<file path="src/hw/oat_pkg.sv">
// package for the converter offset and sample-delay trim bank
// assumes a 32-bit apb master and fuse values valid from reset onward
package oat_pkg;

   ////////////////////////////////////////////////////////////////////////
   // bus widths
   localparam int OAT_ADDR_W = 12;
   localparam int OAT_DATA_W = 32;

   // register indices; the byte address is four times the index
   localparam logic [9:0] OAT_IDX_B_DELAY = 10'h31b;
   localparam logic [9:0] OAT_IDX_A_DUAL_FIRST = 10'h344;
   localparam logic [9:0] OAT_IDX_A_DUAL_SECOND = 10'h346;
   localparam logic [9:0] OAT_IDX_A_SINGLE_FIRST = 10'h348;
   localparam logic [9:0] OAT_IDX_A_SINGLE_SECOND = 10'h34a;
   localparam logic [9:0] OAT_IDX_B_FIRST = 10'h34c;
   localparam logic [9:0] OAT_IDX_CTRL = 10'h360;
   localparam logic [9:0] OAT_IDX_STATUS = 10'h361;

   ////////////////////////////////////////////////////////////////////////
   // field layout
   localparam int OAT_OFS_LSB = 0;
   localparam int OAT_OFS_W = 12;
   localparam int OAT_REG_W = 16;
   localparam int OAT_DLY_W = 8;
   localparam int OAT_CTRL_W = 4;
   localparam int OAT_CTRL_SINGLE = 0;
   localparam int OAT_CTRL_FG_EN = 1;
   localparam int OAT_CTRL_A_SECOND = 2;
   localparam int OAT_CTRL_B_SECOND = 3;
   localparam int OAT_STAT_A_VALID = 12;
   localparam int OAT_STAT_B_OFS_VALID = 13;
   localparam int OAT_STAT_B_DLY_VALID = 14;
   localparam int OAT_STAT_RUN = 15;

   // reset values
   localparam logic [15:0] OAT_OFS_RST = 16'h0000;
   localparam logic [7:0] OAT_DLY_RST = 8'h01;
   localparam logic [3:0] OAT_CTRL_RST = 4'h0;

   ////////////////////////////////////////////////////////////////////////
   typedef enum logic [0:0] {
      OAT_ST_FUSE = 1'b0,
      OAT_ST_RUN = 1'b1
   } oat_fsm_t;

   typedef struct packed {
      logic psel;
      logic penable;
      logic pwrite;
      logic [11:0] paddr;
      logic [31:0] pwdata;
      logic [3:0] pstrb;
   } oat_apb_req_t;

   typedef struct packed {
      logic pready;
      logic [31:0] prdata;
      logic pslverr;
   } oat_apb_rsp_t;

   typedef struct packed {
      logic [11:0] a_dual_first;
      logic [11:0] a_dual_second;
      logic [11:0] a_single_first;
      logic [11:0] a_single_second;
      logic [11:0] b_first;
      logic [7:0] b_delay;
   } oat_fuse_t;

   typedef struct packed {
      logic [15:0] a_dual_first;
      logic [15:0] a_dual_second;
      logic [15:0] a_single_first;
      logic [15:0] a_single_second;
      logic [15:0] b_first;
      logic [7:0] b_delay;
   } oat_bank_t;

   // one core's view of the operating mode
   typedef struct packed {
      logic single_mode;
      logic fg_en;
      logic sel_second;
   } oat_mode_t;

   typedef struct packed {
      logic [11:0] offset;
      logic offset_valid;
      logic [7:0] delay;
      logic delay_valid;
   } oat_trim_t;

   // offset field of a 16-bit trim register
   function automatic logic [11:0] oat_ofs_of(input logic [15:0] r);
      return r[OAT_OFS_LSB +: OAT_OFS_W];
   endfunction

endpackage

</file>
<file path="src/hw/oat_trim_sel.sv">
// picks the trim values that apply to one converter core
// assumes a stable mode view and a registered bank; purely combinational
`timescale 1ns/10ps

module oat_trim_sel (
   input wire logic core_is_b, // high selects the b core table
   input wire oat_pkg::oat_mode_t mode, // mode view of this core
   input wire oat_pkg::oat_bank_t bank, // held trim registers
   output oat_pkg::oat_trim_t trim // values the core applies
);
   import oat_pkg::*;

   ////////////////////////////////////////////////////////////////////////
   // nothing applies unless foreground calibration is on
   always_comb begin
      trim = '0;
      if (mode.fg_en) begin
         if (!core_is_b) begin
            trim.offset_valid = 1'b1;
            case ({mode.single_mode, mode.sel_second})
               2'b00: trim.offset = oat_ofs_of(bank.a_dual_first);
               2'b01: trim.offset = oat_ofs_of(bank.a_dual_second);
               2'b10: trim.offset = oat_ofs_of(bank.a_single_first);
               2'b11: trim.offset = oat_ofs_of(bank.a_single_second);
               default: trim.offset_valid = 1'b0;
            endcase
         end else if (!mode.sel_second) begin
            // same value in both channel modes
            trim.offset = oat_ofs_of(bank.b_first);
            trim.offset_valid = 1'b1;
         end else if (mode.single_mode) begin
            // b second-input offset lives outside this bank
            trim.delay = bank.b_delay;
            trim.delay_valid = 1'b1;
         end
      end
   end

endmodule

</file>
<file path="src/hw/oat_regs.sv">
// apb register bank holding offset and sample-delay trims for two cores
// assumes a 32-bit apb master and fuse values stable from reset onward
//
// Behaviour
// - a dual first input uses its offset
// - a dual second input uses its offset
// - a single first input uses its offset
// - a second input on ninety phase offset
// - b first input offset in both modes
// - b single second input shifts sample instant
// - b first offset loads from fuse
// - delay default from fuse, readable, writable
`timescale 1ns/10ps

module oat_regs (
   input wire logic sys_clk, // 125 mhz clock
   input wire logic rst, // synchronous reset, active high
   input wire oat_pkg::oat_apb_req_t apb_req, // apb request group
   output oat_pkg::oat_apb_rsp_t apb_rsp, // apb answer group
   input wire oat_pkg::oat_fuse_t fuse_in, // factory trim values
   output oat_pkg::oat_trim_t a_trim, // trims applied to core a
   output oat_pkg::oat_trim_t b_trim // trims applied to core b
);
   import oat_pkg::*;

   ////////////////////////////////////////////////////////////////////////
   // state

   typedef struct packed {
      oat_fsm_t fsm;
      oat_bank_t bank;
      logic [3:0] ctrl;
      logic [31:0] prdata;
      logic pslverr;
      oat_trim_t a_trim;
      oat_trim_t b_trim;
   } oat_state_t;

   localparam oat_state_t OAT_STATE_RST = '{
      fsm: OAT_ST_FUSE,
      bank: '{
         a_dual_first: OAT_OFS_RST,
         a_dual_second: OAT_OFS_RST,
         a_single_first: OAT_OFS_RST,
         a_single_second: OAT_OFS_RST,
         b_first: OAT_OFS_RST,
         b_delay: OAT_DLY_RST
      },
      ctrl: OAT_CTRL_RST,
      prdata: '0,
      pslverr: 1'b0,
      a_trim: '0,
      b_trim: '0
   };

   oat_state_t s_r;
   oat_state_t s_nxt;

   ////////////////////////////////////////////////////////////////////////
   // helpers

   // byte-lane merge of a 16-bit trim register
   function automatic logic [15:0] merge16(
      input logic [15:0] old,
      input logic [31:0] wdata,
      input logic [3:0] strb
   );
      logic [15:0] r;
      r = old;
      if (strb[0]) begin
         r[7:0] = wdata[7:0];
      end
      if (strb[1]) begin
         r[15:8] = wdata[15:8];
      end
      return r;
   endfunction

   // byte-lane merge of an 8-bit register
   function automatic logic [7:0] merge8(
      input logic [7:0] old,
      input logic [31:0] wdata,
      input logic [3:0] strb
   );
      return strb[0] ? wdata[7:0] : old;
   endfunction

   ////////////////////////////////////////////////////////////////////////
   // bus decode

   logic [9:0] idx;
   logic setup;
   logic pready;
   logic wr_take;
   logic hit;
   logic [31:0] rdata;
   logic [15:0] status;
   logic [7:0] ctrl_wr;

   assign idx = apb_req.paddr[11:2];
   assign setup = apb_req.psel && !apb_req.penable;

   // bus waits while fuse values are still being copied in
   assign pready = apb_req.psel && apb_req.penable && (s_r.fsm == OAT_ST_RUN);
   assign wr_take = pready && apb_req.pwrite;

   // control merged at lane width first; a call result cannot be sliced
   assign ctrl_wr = merge8({4'h0, s_r.ctrl}, apb_req.pwdata, apb_req.pstrb);

   // live state shown to software
   always_comb begin
      status = '0;
      status[OAT_OFS_LSB +: OAT_OFS_W] = s_r.a_trim.offset;
      status[OAT_STAT_A_VALID] = s_r.a_trim.offset_valid;
      status[OAT_STAT_B_OFS_VALID] = s_r.b_trim.offset_valid;
      status[OAT_STAT_B_DLY_VALID] = s_r.b_trim.delay_valid;
      status[OAT_STAT_RUN] = (s_r.fsm == OAT_ST_RUN);
   end

   // read mux; trim reserved bits 15:12 come back as written, bits above each register read zero
   always_comb begin
      hit = 1'b1;
      rdata = '0;
      case (idx)
         OAT_IDX_B_DELAY: rdata = {24'h000000, s_r.bank.b_delay};
         OAT_IDX_A_DUAL_FIRST: rdata = {16'h0000, s_r.bank.a_dual_first};
         OAT_IDX_A_DUAL_SECOND: rdata = {16'h0000, s_r.bank.a_dual_second};
         OAT_IDX_A_SINGLE_FIRST: rdata = {16'h0000, s_r.bank.a_single_first};
         OAT_IDX_A_SINGLE_SECOND: rdata = {16'h0000, s_r.bank.a_single_second};
         OAT_IDX_B_FIRST: rdata = {16'h0000, s_r.bank.b_first};
         OAT_IDX_CTRL: rdata = {28'h0000000, s_r.ctrl};
         OAT_IDX_STATUS: rdata = {16'h0000, status};
         default: hit = 1'b0;
      endcase
   end

   ////////////////////////////////////////////////////////////////////////
   // mode views and trim selection

   oat_mode_t a_mode;
   oat_mode_t b_mode;
   oat_trim_t a_sel;
   oat_trim_t b_sel;

   // both cores share channel mode and calibration enable
   assign a_mode = '{
      single_mode: s_r.ctrl[OAT_CTRL_SINGLE],
      fg_en: s_r.ctrl[OAT_CTRL_FG_EN],
      sel_second: s_r.ctrl[OAT_CTRL_A_SECOND]
   };
   assign b_mode = '{
      single_mode: s_r.ctrl[OAT_CTRL_SINGLE],
      fg_en: s_r.ctrl[OAT_CTRL_FG_EN],
      sel_second: s_r.ctrl[OAT_CTRL_B_SECOND]
   };

   // core a table
   oat_trim_sel u_sel_a (
      .core_is_b(1'b0),
      .mode(a_mode),
      .bank(s_r.bank),
      .trim(a_sel)
   );

   // core b table
   oat_trim_sel u_sel_b (
      .core_is_b(1'b1),
      .mode(b_mode),
      .bank(s_r.bank),
      .trim(b_sel)
   );

   ////////////////////////////////////////////////////////////////////////
   // next state

   always_comb begin
      s_nxt = s_r;
      case (s_r.fsm)
         OAT_ST_FUSE: begin
            // factory values replace the reset constants, reserved bits zero
            s_nxt.bank.a_dual_first = {4'h0, fuse_in.a_dual_first};
            s_nxt.bank.a_dual_second = {4'h0, fuse_in.a_dual_second};
            s_nxt.bank.a_single_first = {4'h0, fuse_in.a_single_first};
            s_nxt.bank.a_single_second = {4'h0, fuse_in.a_single_second};
            s_nxt.bank.b_first = {4'h0, fuse_in.b_first};
            s_nxt.bank.b_delay = fuse_in.b_delay;
            s_nxt.fsm = OAT_ST_RUN;
         end
         OAT_ST_RUN: begin
            // writes land only at the access edge; status is read-only
            if (wr_take) begin
               case (idx)
                  OAT_IDX_B_DELAY: begin
                     s_nxt.bank.b_delay = merge8(s_r.bank.b_delay,
                        apb_req.pwdata, apb_req.pstrb);
                  end
                  OAT_IDX_A_DUAL_FIRST: begin
                     s_nxt.bank.a_dual_first = merge16(s_r.bank.a_dual_first,
                        apb_req.pwdata, apb_req.pstrb);
                  end
                  OAT_IDX_A_DUAL_SECOND: begin
                     s_nxt.bank.a_dual_second = merge16(s_r.bank.a_dual_second,
                        apb_req.pwdata, apb_req.pstrb);
                  end
                  OAT_IDX_A_SINGLE_FIRST: begin
                     s_nxt.bank.a_single_first = merge16(s_r.bank.a_single_first,
                        apb_req.pwdata, apb_req.pstrb);
                  end
                  OAT_IDX_A_SINGLE_SECOND: begin
                     s_nxt.bank.a_single_second = merge16(s_r.bank.a_single_second,
                        apb_req.pwdata, apb_req.pstrb);
                  end
                  OAT_IDX_B_FIRST: begin
                     s_nxt.bank.b_first = merge16(s_r.bank.b_first,
                        apb_req.pwdata, apb_req.pstrb);
                  end
                  OAT_IDX_CTRL: begin
                     s_nxt.ctrl = ctrl_wr[OAT_CTRL_W-1:0];
                  end
                  default: begin
                     s_nxt.ctrl = s_r.ctrl;
                  end
               endcase
            end
         end
         default: begin
            s_nxt.fsm = OAT_ST_FUSE;
         end
      endcase

      // read data is captured in the setup cycle so prdata is a flop
      if (setup) begin
         s_nxt.prdata = apb_req.pwrite ? 32'h00000000 : rdata;
         s_nxt.pslverr = !hit;
      end

      // trims trail the bank by one cycle, never glitch into the cores
      s_nxt.a_trim = a_sel;
      s_nxt.b_trim = b_sel;
   end

   ////////////////////////////////////////////////////////////////////////
   // registers

   always_ff @(posedge sys_clk) begin
      if (rst) begin
         s_r <= OAT_STATE_RST;
      end else begin
         s_r <= s_nxt;
      end
   end

   ////////////////////////////////////////////////////////////////////////
   // outputs

   assign apb_rsp.pready = pready;
   assign apb_rsp.prdata = s_r.prdata;
   assign apb_rsp.pslverr = s_r.pslverr;
   assign a_trim = s_r.a_trim;
   assign b_trim = s_r.b_trim;

   logic wr_delay;
   logic wr_bank;

   // a delay write with lane zero enabled
   assign wr_delay = wr_take && (idx == OAT_IDX_B_DELAY) && apb_req.pstrb[0];

   // any write that could touch the bank
   assign wr_bank = wr_take && (idx != OAT_IDX_CTRL) && (idx != OAT_IDX_STATUS);
endmodule

</file>
<file path="config.mk">
export PLATFORM = sky130hd
export DESIGN_NAME = oat_regs
export DESIGN_NICKNAME = d
export VERILOG_FILES = /design/src/hw/oat_pkg.sv /design/src/hw/oat_trim_sel.sv /design/src/hw/oat_regs.sv
export SDC_FILE = /design/constraint.sdc
export NUM_CORES = 1
export LEC_CHECK = 0
export ABC_AREA = 1
export BUFFER_PORTS_ARGS = -buffer_cell sky130_fd_sc_hd__clkbuf_2
export CORE_MARGIN = 2
export CORE_UTILIZATION = 49
export CTS_CLUSTER_DIAMETER = 60
export DETAILED_ROUTE_END_ITERATION = 10
export GPL_TIMING_DRIVEN = 0
export PLACE_DENSITY = 0.79
export SLEW_MARGIN = 5
export SYNTH_ARGS = -nofsm -noshare
export SYNTH_HDL_FRONTEND = slang
export SYNTH_SLANG_ARGS = --single-unit
</file>
<file path="constraint.sdc">
create_clock -name sys_clk -period 1.4 [get_ports sys_clk]
set_input_delay 0.07 -clock sys_clk [delete_from_list [all_inputs] [get_ports sys_clk]]
set_output_delay 0.07 -clock sys_clk [all_outputs]
set_load 0.01 [all_outputs]
</file>
* Yosys cells after proc, flatten, opt, wreduce, memory -nomap -nowiden *
Cells that the tools add are included.

cells by class
  add/sub/neg operators = 0
  multipliers = 0
  div/mod/pow operators = 0
  magnitude comparators = 0
  equality and inequality tests = 20
  shifts and indexed selects = 0
  multiplexer cells = 24
  bitwise gates (word level) = 4
  reductions and logical operators = 24

operator list
  cell                                                    count
  one-hot mux 88 bit (2 select lines)                     1
  2-to-1 mux 170 bit                                      1
  one-hot mux 16 bit (8 select lines)                     1
  2-to-1 mux 92 bit                                       1
  equality test 10 bit (second input constant)            8
  2-to-1 mux 16 bit                                       5
  one-hot mux 12 bit (4 select lines)                     1
  2-to-1 mux 22 bit                                       2
  2-to-1 mux 33 bit                                       1
  AND reduction 3 bit                                     11
  2-to-1 mux 32 bit                                       1
  2-to-1 mux 8 bit                                        3
  2-to-1 mux 9 bit                                        2
  inequality test 2 x 1 -> 1 bit (second input constant)  7
  2-to-1 mux 13 bit                                       1
  2-to-1 mux 4 bit                                        3
  OR reduction 8 bit                                      1
  OR reduction 3 bit                                      2
  equality test 2 bit (second input constant)             2
  logical AND 1 bit                                       4
  inequality test 2 bit (second input constant)           2
  NOT 1 bit                                               4
  AND reduction 4 bit                                     1
  OR reduction 4 bit                                      1
  5 further kinds                                         6

storage, ports and cells
  bits in registers = 170
  bits in latches = 0
  RAM bits = 0
  ROM bits = 0
  input port bits = 121
  output and inout bits = 78
  word-level logic and storage cells = 95
  memories kept = 0

* Logic depth before layout (Yosys ltp) *
  depth in word-level cells = 6
  gate-level depth with buffers = 11

* Cells and area by module *
A second synthesis with hierarchy kept.

second synthesis, totals
  cells, all modules = 1427
  area, all modules = 9137.5 um^2

by module, submodules not included
  module        times used  cells each  area an instance (um^2)
  oat_regs      1           1141        7676.1
  oat_trim_sel  2           143         730.7

* Least setup slack after synthesis *
OpenSTA, ideal clock, no wires.

  path kind = reg2reg
  start point = reg s_r[169] (netlist bit)
  end point = reg s_r[82] (netlist bit)
  data arrival time = 1.379 ns
  data required time = 1.267 ns
  setup slack = -0.112 ns
  cell stages (with the launch flop) = 11
  buffers on the path = 1
  period minus slack after synthesis = 1.512 ns
  cells stage by stage = dfxtp_1 nand2_1 nor2_4 nand2_4 buf_6 nor2_1 nand2_1 nand2_2 inv_1 nand2_1 a31oi_1

between the ends
  longest elaborated chain between the ends = 4
  elaborated cells between the ends (all ways) = 8

RTL lines
  item                                      RTL line         RTL
  start, declared                           oat_regs.sv:56   oat_state_t s_r;
  start signal, assigned                    oat_regs.sv:249  s_r <= s_nxt;
  logical AND 1 bit                         oat_regs.sv:104  assign pready = apb_req.psel && apb_req.penable && (s_r.fsm == OAT_ST_RUN);
  via pready                                oat_regs.sv:93   logic pready;
  logical AND 1 bit                         oat_regs.sv:105  assign wr_take = pready && apb_req.pwrite;
  inequality test 2 x 1 -> 1 bit (no line)  --
  AND reduction 3 bit (no line)             --

The timed path passes the listed nets, and every way through them passes these cells.
A chain may end at the register's enable or synchronous reset.

* Worst setup path after layout *
  start point = reg s_r[169] (netlist bit)
  end point = reg s_r[122] (netlist bit)

The elaborated chain is that of the path after synthesis.

==> results.json <==
{
  "grt_pass1_vias": 8283,
  "routed-wl-met2_um": 13900,
  "critPathRequiredTime_ps": 1730,
  "synth.area.top_cells": "dfxtp_1 (37%), nand2_1 (11%), nor2_1 (8.9%)",
  "dr.pass1.iters": 6,
  "final_core_util_pct": 75.5,
  "grt_first_pass_wirelength_um": 44300,
  "fin_nets": 1597,
  "vdd_ir_drop_max_v": 0.000915,
  "p_per_area_nw_per_um2": 899,
  "pin_count": 199,
  "power_w": 0.0104,
  "grt_max_degree": 17,
  "first_iter_violations": 1369,
  "cts.sink_count": 145,
  "fin_worst_skew_ps": 10.8,
  "dp.cells": 1527,
  "fmax_mhz": 578,
  "clk_path_buf_depth": 2,
  "stdcell_count": 1701,
  "yosys-top-cells-count": "nand2_1 (228), nor2_1 (184), dfxtp_1 (145), a21oi_1 (115), nand3_1 (107)",
  "ff2ff_setup_slack_ps": -330,
  "vias_per_cell": 5.60,
  "num_vias": 9518,
  "numCtsBuffers": 17,
  "seq_area_frac_synth_pct": 37.4,
  "drc": 0,
  "critical_path_class": "reg -> reg",
  "multi_input_area_um2": 4290,
  "report.final.setup_viol": 94,
  "port-buffer-count": 152,
  "worstPathArrival_ps": 2060,
  "final.fill_count": 1143,
  "start_util_pct": 50.7,
  "insertion_delay_ps": 440,
  "clk_pin_slew_ps": 70,
  "synthArstFlopShare_pct": 0,
  "crit_fanout": 7,
  "slew_violations": 0,
  "avgSynthCellArea_um2": 6.80,
  "top_layer_used": "met4",
  "drive_gt1_share_pct": 35.7,
  "grtUsageTotal_pct": 34.6,
  "wl_um": 31100,
  "hold_class": "in -> reg",
  "hold_slack_ps": -8.07,
  "coreArea_um2": 15300,
  "ys_ff_latch": 145,
  "finalSetupTns_ps": -19980,
  "fin_ws_ps": -329,
  "postRouteAntennaNets": 0,
  "tritoncts": "yes",
  "min_period_over_period_pct": 124,
  "row_count": 45,
  "synth-warning-count": 0,
  "synth_cell_types": 32,
  "synth_top_cell_by_area": "dfxtp_1",
  "critPathCaptureType": "flop",
  "gp_congestion": 0.968,
  "syn-cell-area_um2": 7760,
  "overflow": 0,
  "wl_met1_um": 11300,
  "status": "finished with violations",
  "power_leakage_nw": 5.59,
  "dieWidth_um": 130,
  "regArea_um2": 2910,
  "period_needed_ps": 1730,
  "synth_ff_type": "dfxtp_1",
  "rsz0062_at_grt": "yes",
  "hold_viol": 1,
  "maxSlewHeadroom_pct": 37.1,
  "htreeDepth": 4,
  "worstSetupStartpointType": "flop",
  "dieArea_um2": 16900,
  "clock-root-buffer": "clkbuf_16",
  "maxCapViolations": 0,
  "die_h_um": 130,
  "routedWlPerCell_um": 18.3,
  "met3_length_um": 4100,
  "violations": "negative hold slack, negative setup slack",
  "synth_edf_count": 0,
  "syn2layout_area_growth_pct": 49.0,
  "synth.most_common_cell": "nand2_1",
  "post-dp-hpwl_um": 19500,
  "grt_antenna_before_repair": 0,
  "synth_top_area_share_pct": 37.4,
  "synth_cells": 1140,
  "worst_pin_slew_ps": 943
}
final timing paths:
kind / start / to / depth (start not counted)
setup / recovery: s_r[169] / s_r[122] / 10
hold / removal: fuse_in[22] / s_r[107] / 5
setup reg to reg: s_r[169] / s_r[122] / 10
hold reg to reg: s_r[149] / s_r[149] / 2
what timing repair did:
item | CTS | global route
hold endpoints to repair | 68 | 0
setup buffers | 32 | 35
gates cloned | 9 | 1
pin swaps | 57 | 65
resized for setup | 122 | 145
setup endpoints to repair | 109 | 117
hold buffers | 68 | 0
state kept, by name, indices dropped and copies added, names as in the netlist:
register / flops
a_trim: 13
apb_rsp: 17
a_mode: 3
b_mode: 1
b_trim: 22
s_r: 89
cell usage in the layout (no fill, tap or decap), types with 4 or more instances in the layout:
master         instances
nand2_1              202
buf_2                 11
nor2_1               168
o21ai_0               27
a21oi_2               31
clkbuf_4               5
clkbuf_1              13
buf_12                 9
buf_4                115
o21ai_4                7
dlygate4sd3_1         68
conb_1                25
nor2_2                11
nand3_1              106
nor2_4                23
nand2_2               26
clkbuf_16             17
nand2_4                8
inv_1                 70
clkinv_2               5
inv_2                  7
clkbuf_2             160
a221oi_1               5
dfxtp_1              142
o21ai_1               16
o21ai_2               18
a31oi_1               10
a21oi_1               83
buf_6                 42
nand4_1               17
o31ai_4                5
clkinvlp_4             4
area by class of cell:
cell class                 count  area share, %
antenna                        1         0.0216
buffer                       134           8.50
clock buffer                  19           3.74
clock inverter                13          0.996
inverter                      82           2.82
multi-input combinational    802           37.1
sequential                   145           25.2
tap                          211           2.28
timing repair buffer         294           19.3
cells by family after synthesis:
family | count (synthesis) | synth area share [%]
AOI/OAI and AO/OA | 208 | 15.1
DFF | 145 | 37.4
buffers and inverters | 218 | 15.5
and+or+nand+nor | 568 | 31.9
other | 1 | 0.0483
report_power, final:
group	internal (W)	switching, W	total [W]
clock	0.00244	0.00186	0.00430
sequential	0.00430	0.000181	0.00448
combinational	0.000731	0.000883	0.00161
metal layers:
| metal | track usage [%] | vias to the layer above |
|---|---|---|
| met5 | 0 | - |
| met4 | 17.4 | 0 |
| met3 | 6.11 | 163 |
| met2 | 54.2 | 780 |
| met1 | 46.0 | 4288 |
| li1 | - | 4287 |
worst max-delay path: stages (launching register included):
cell and delay [ps]:
dfxtp_4 390, nand2_4 60, nor2_4 150, nand2_8 110
buf_6 140, o31ai_4 260, buf_6 180, buf_6 120
nand2_1 70, nand2_1 80, nor2_1 50
per-stage QoR:
stage	worst slack (ps)	hold WS (ps)	area [um^2]
after CTS	-237	3.89	10900
final	-329	-8.07	11600
after detailed placement	-697	323	8880
after floorplan	-10.9	214	7850
after global routing	-370	8.20	11600
after global placement	-652	317	8880
No activity file was read; power rests on OpenSTA's default activity.
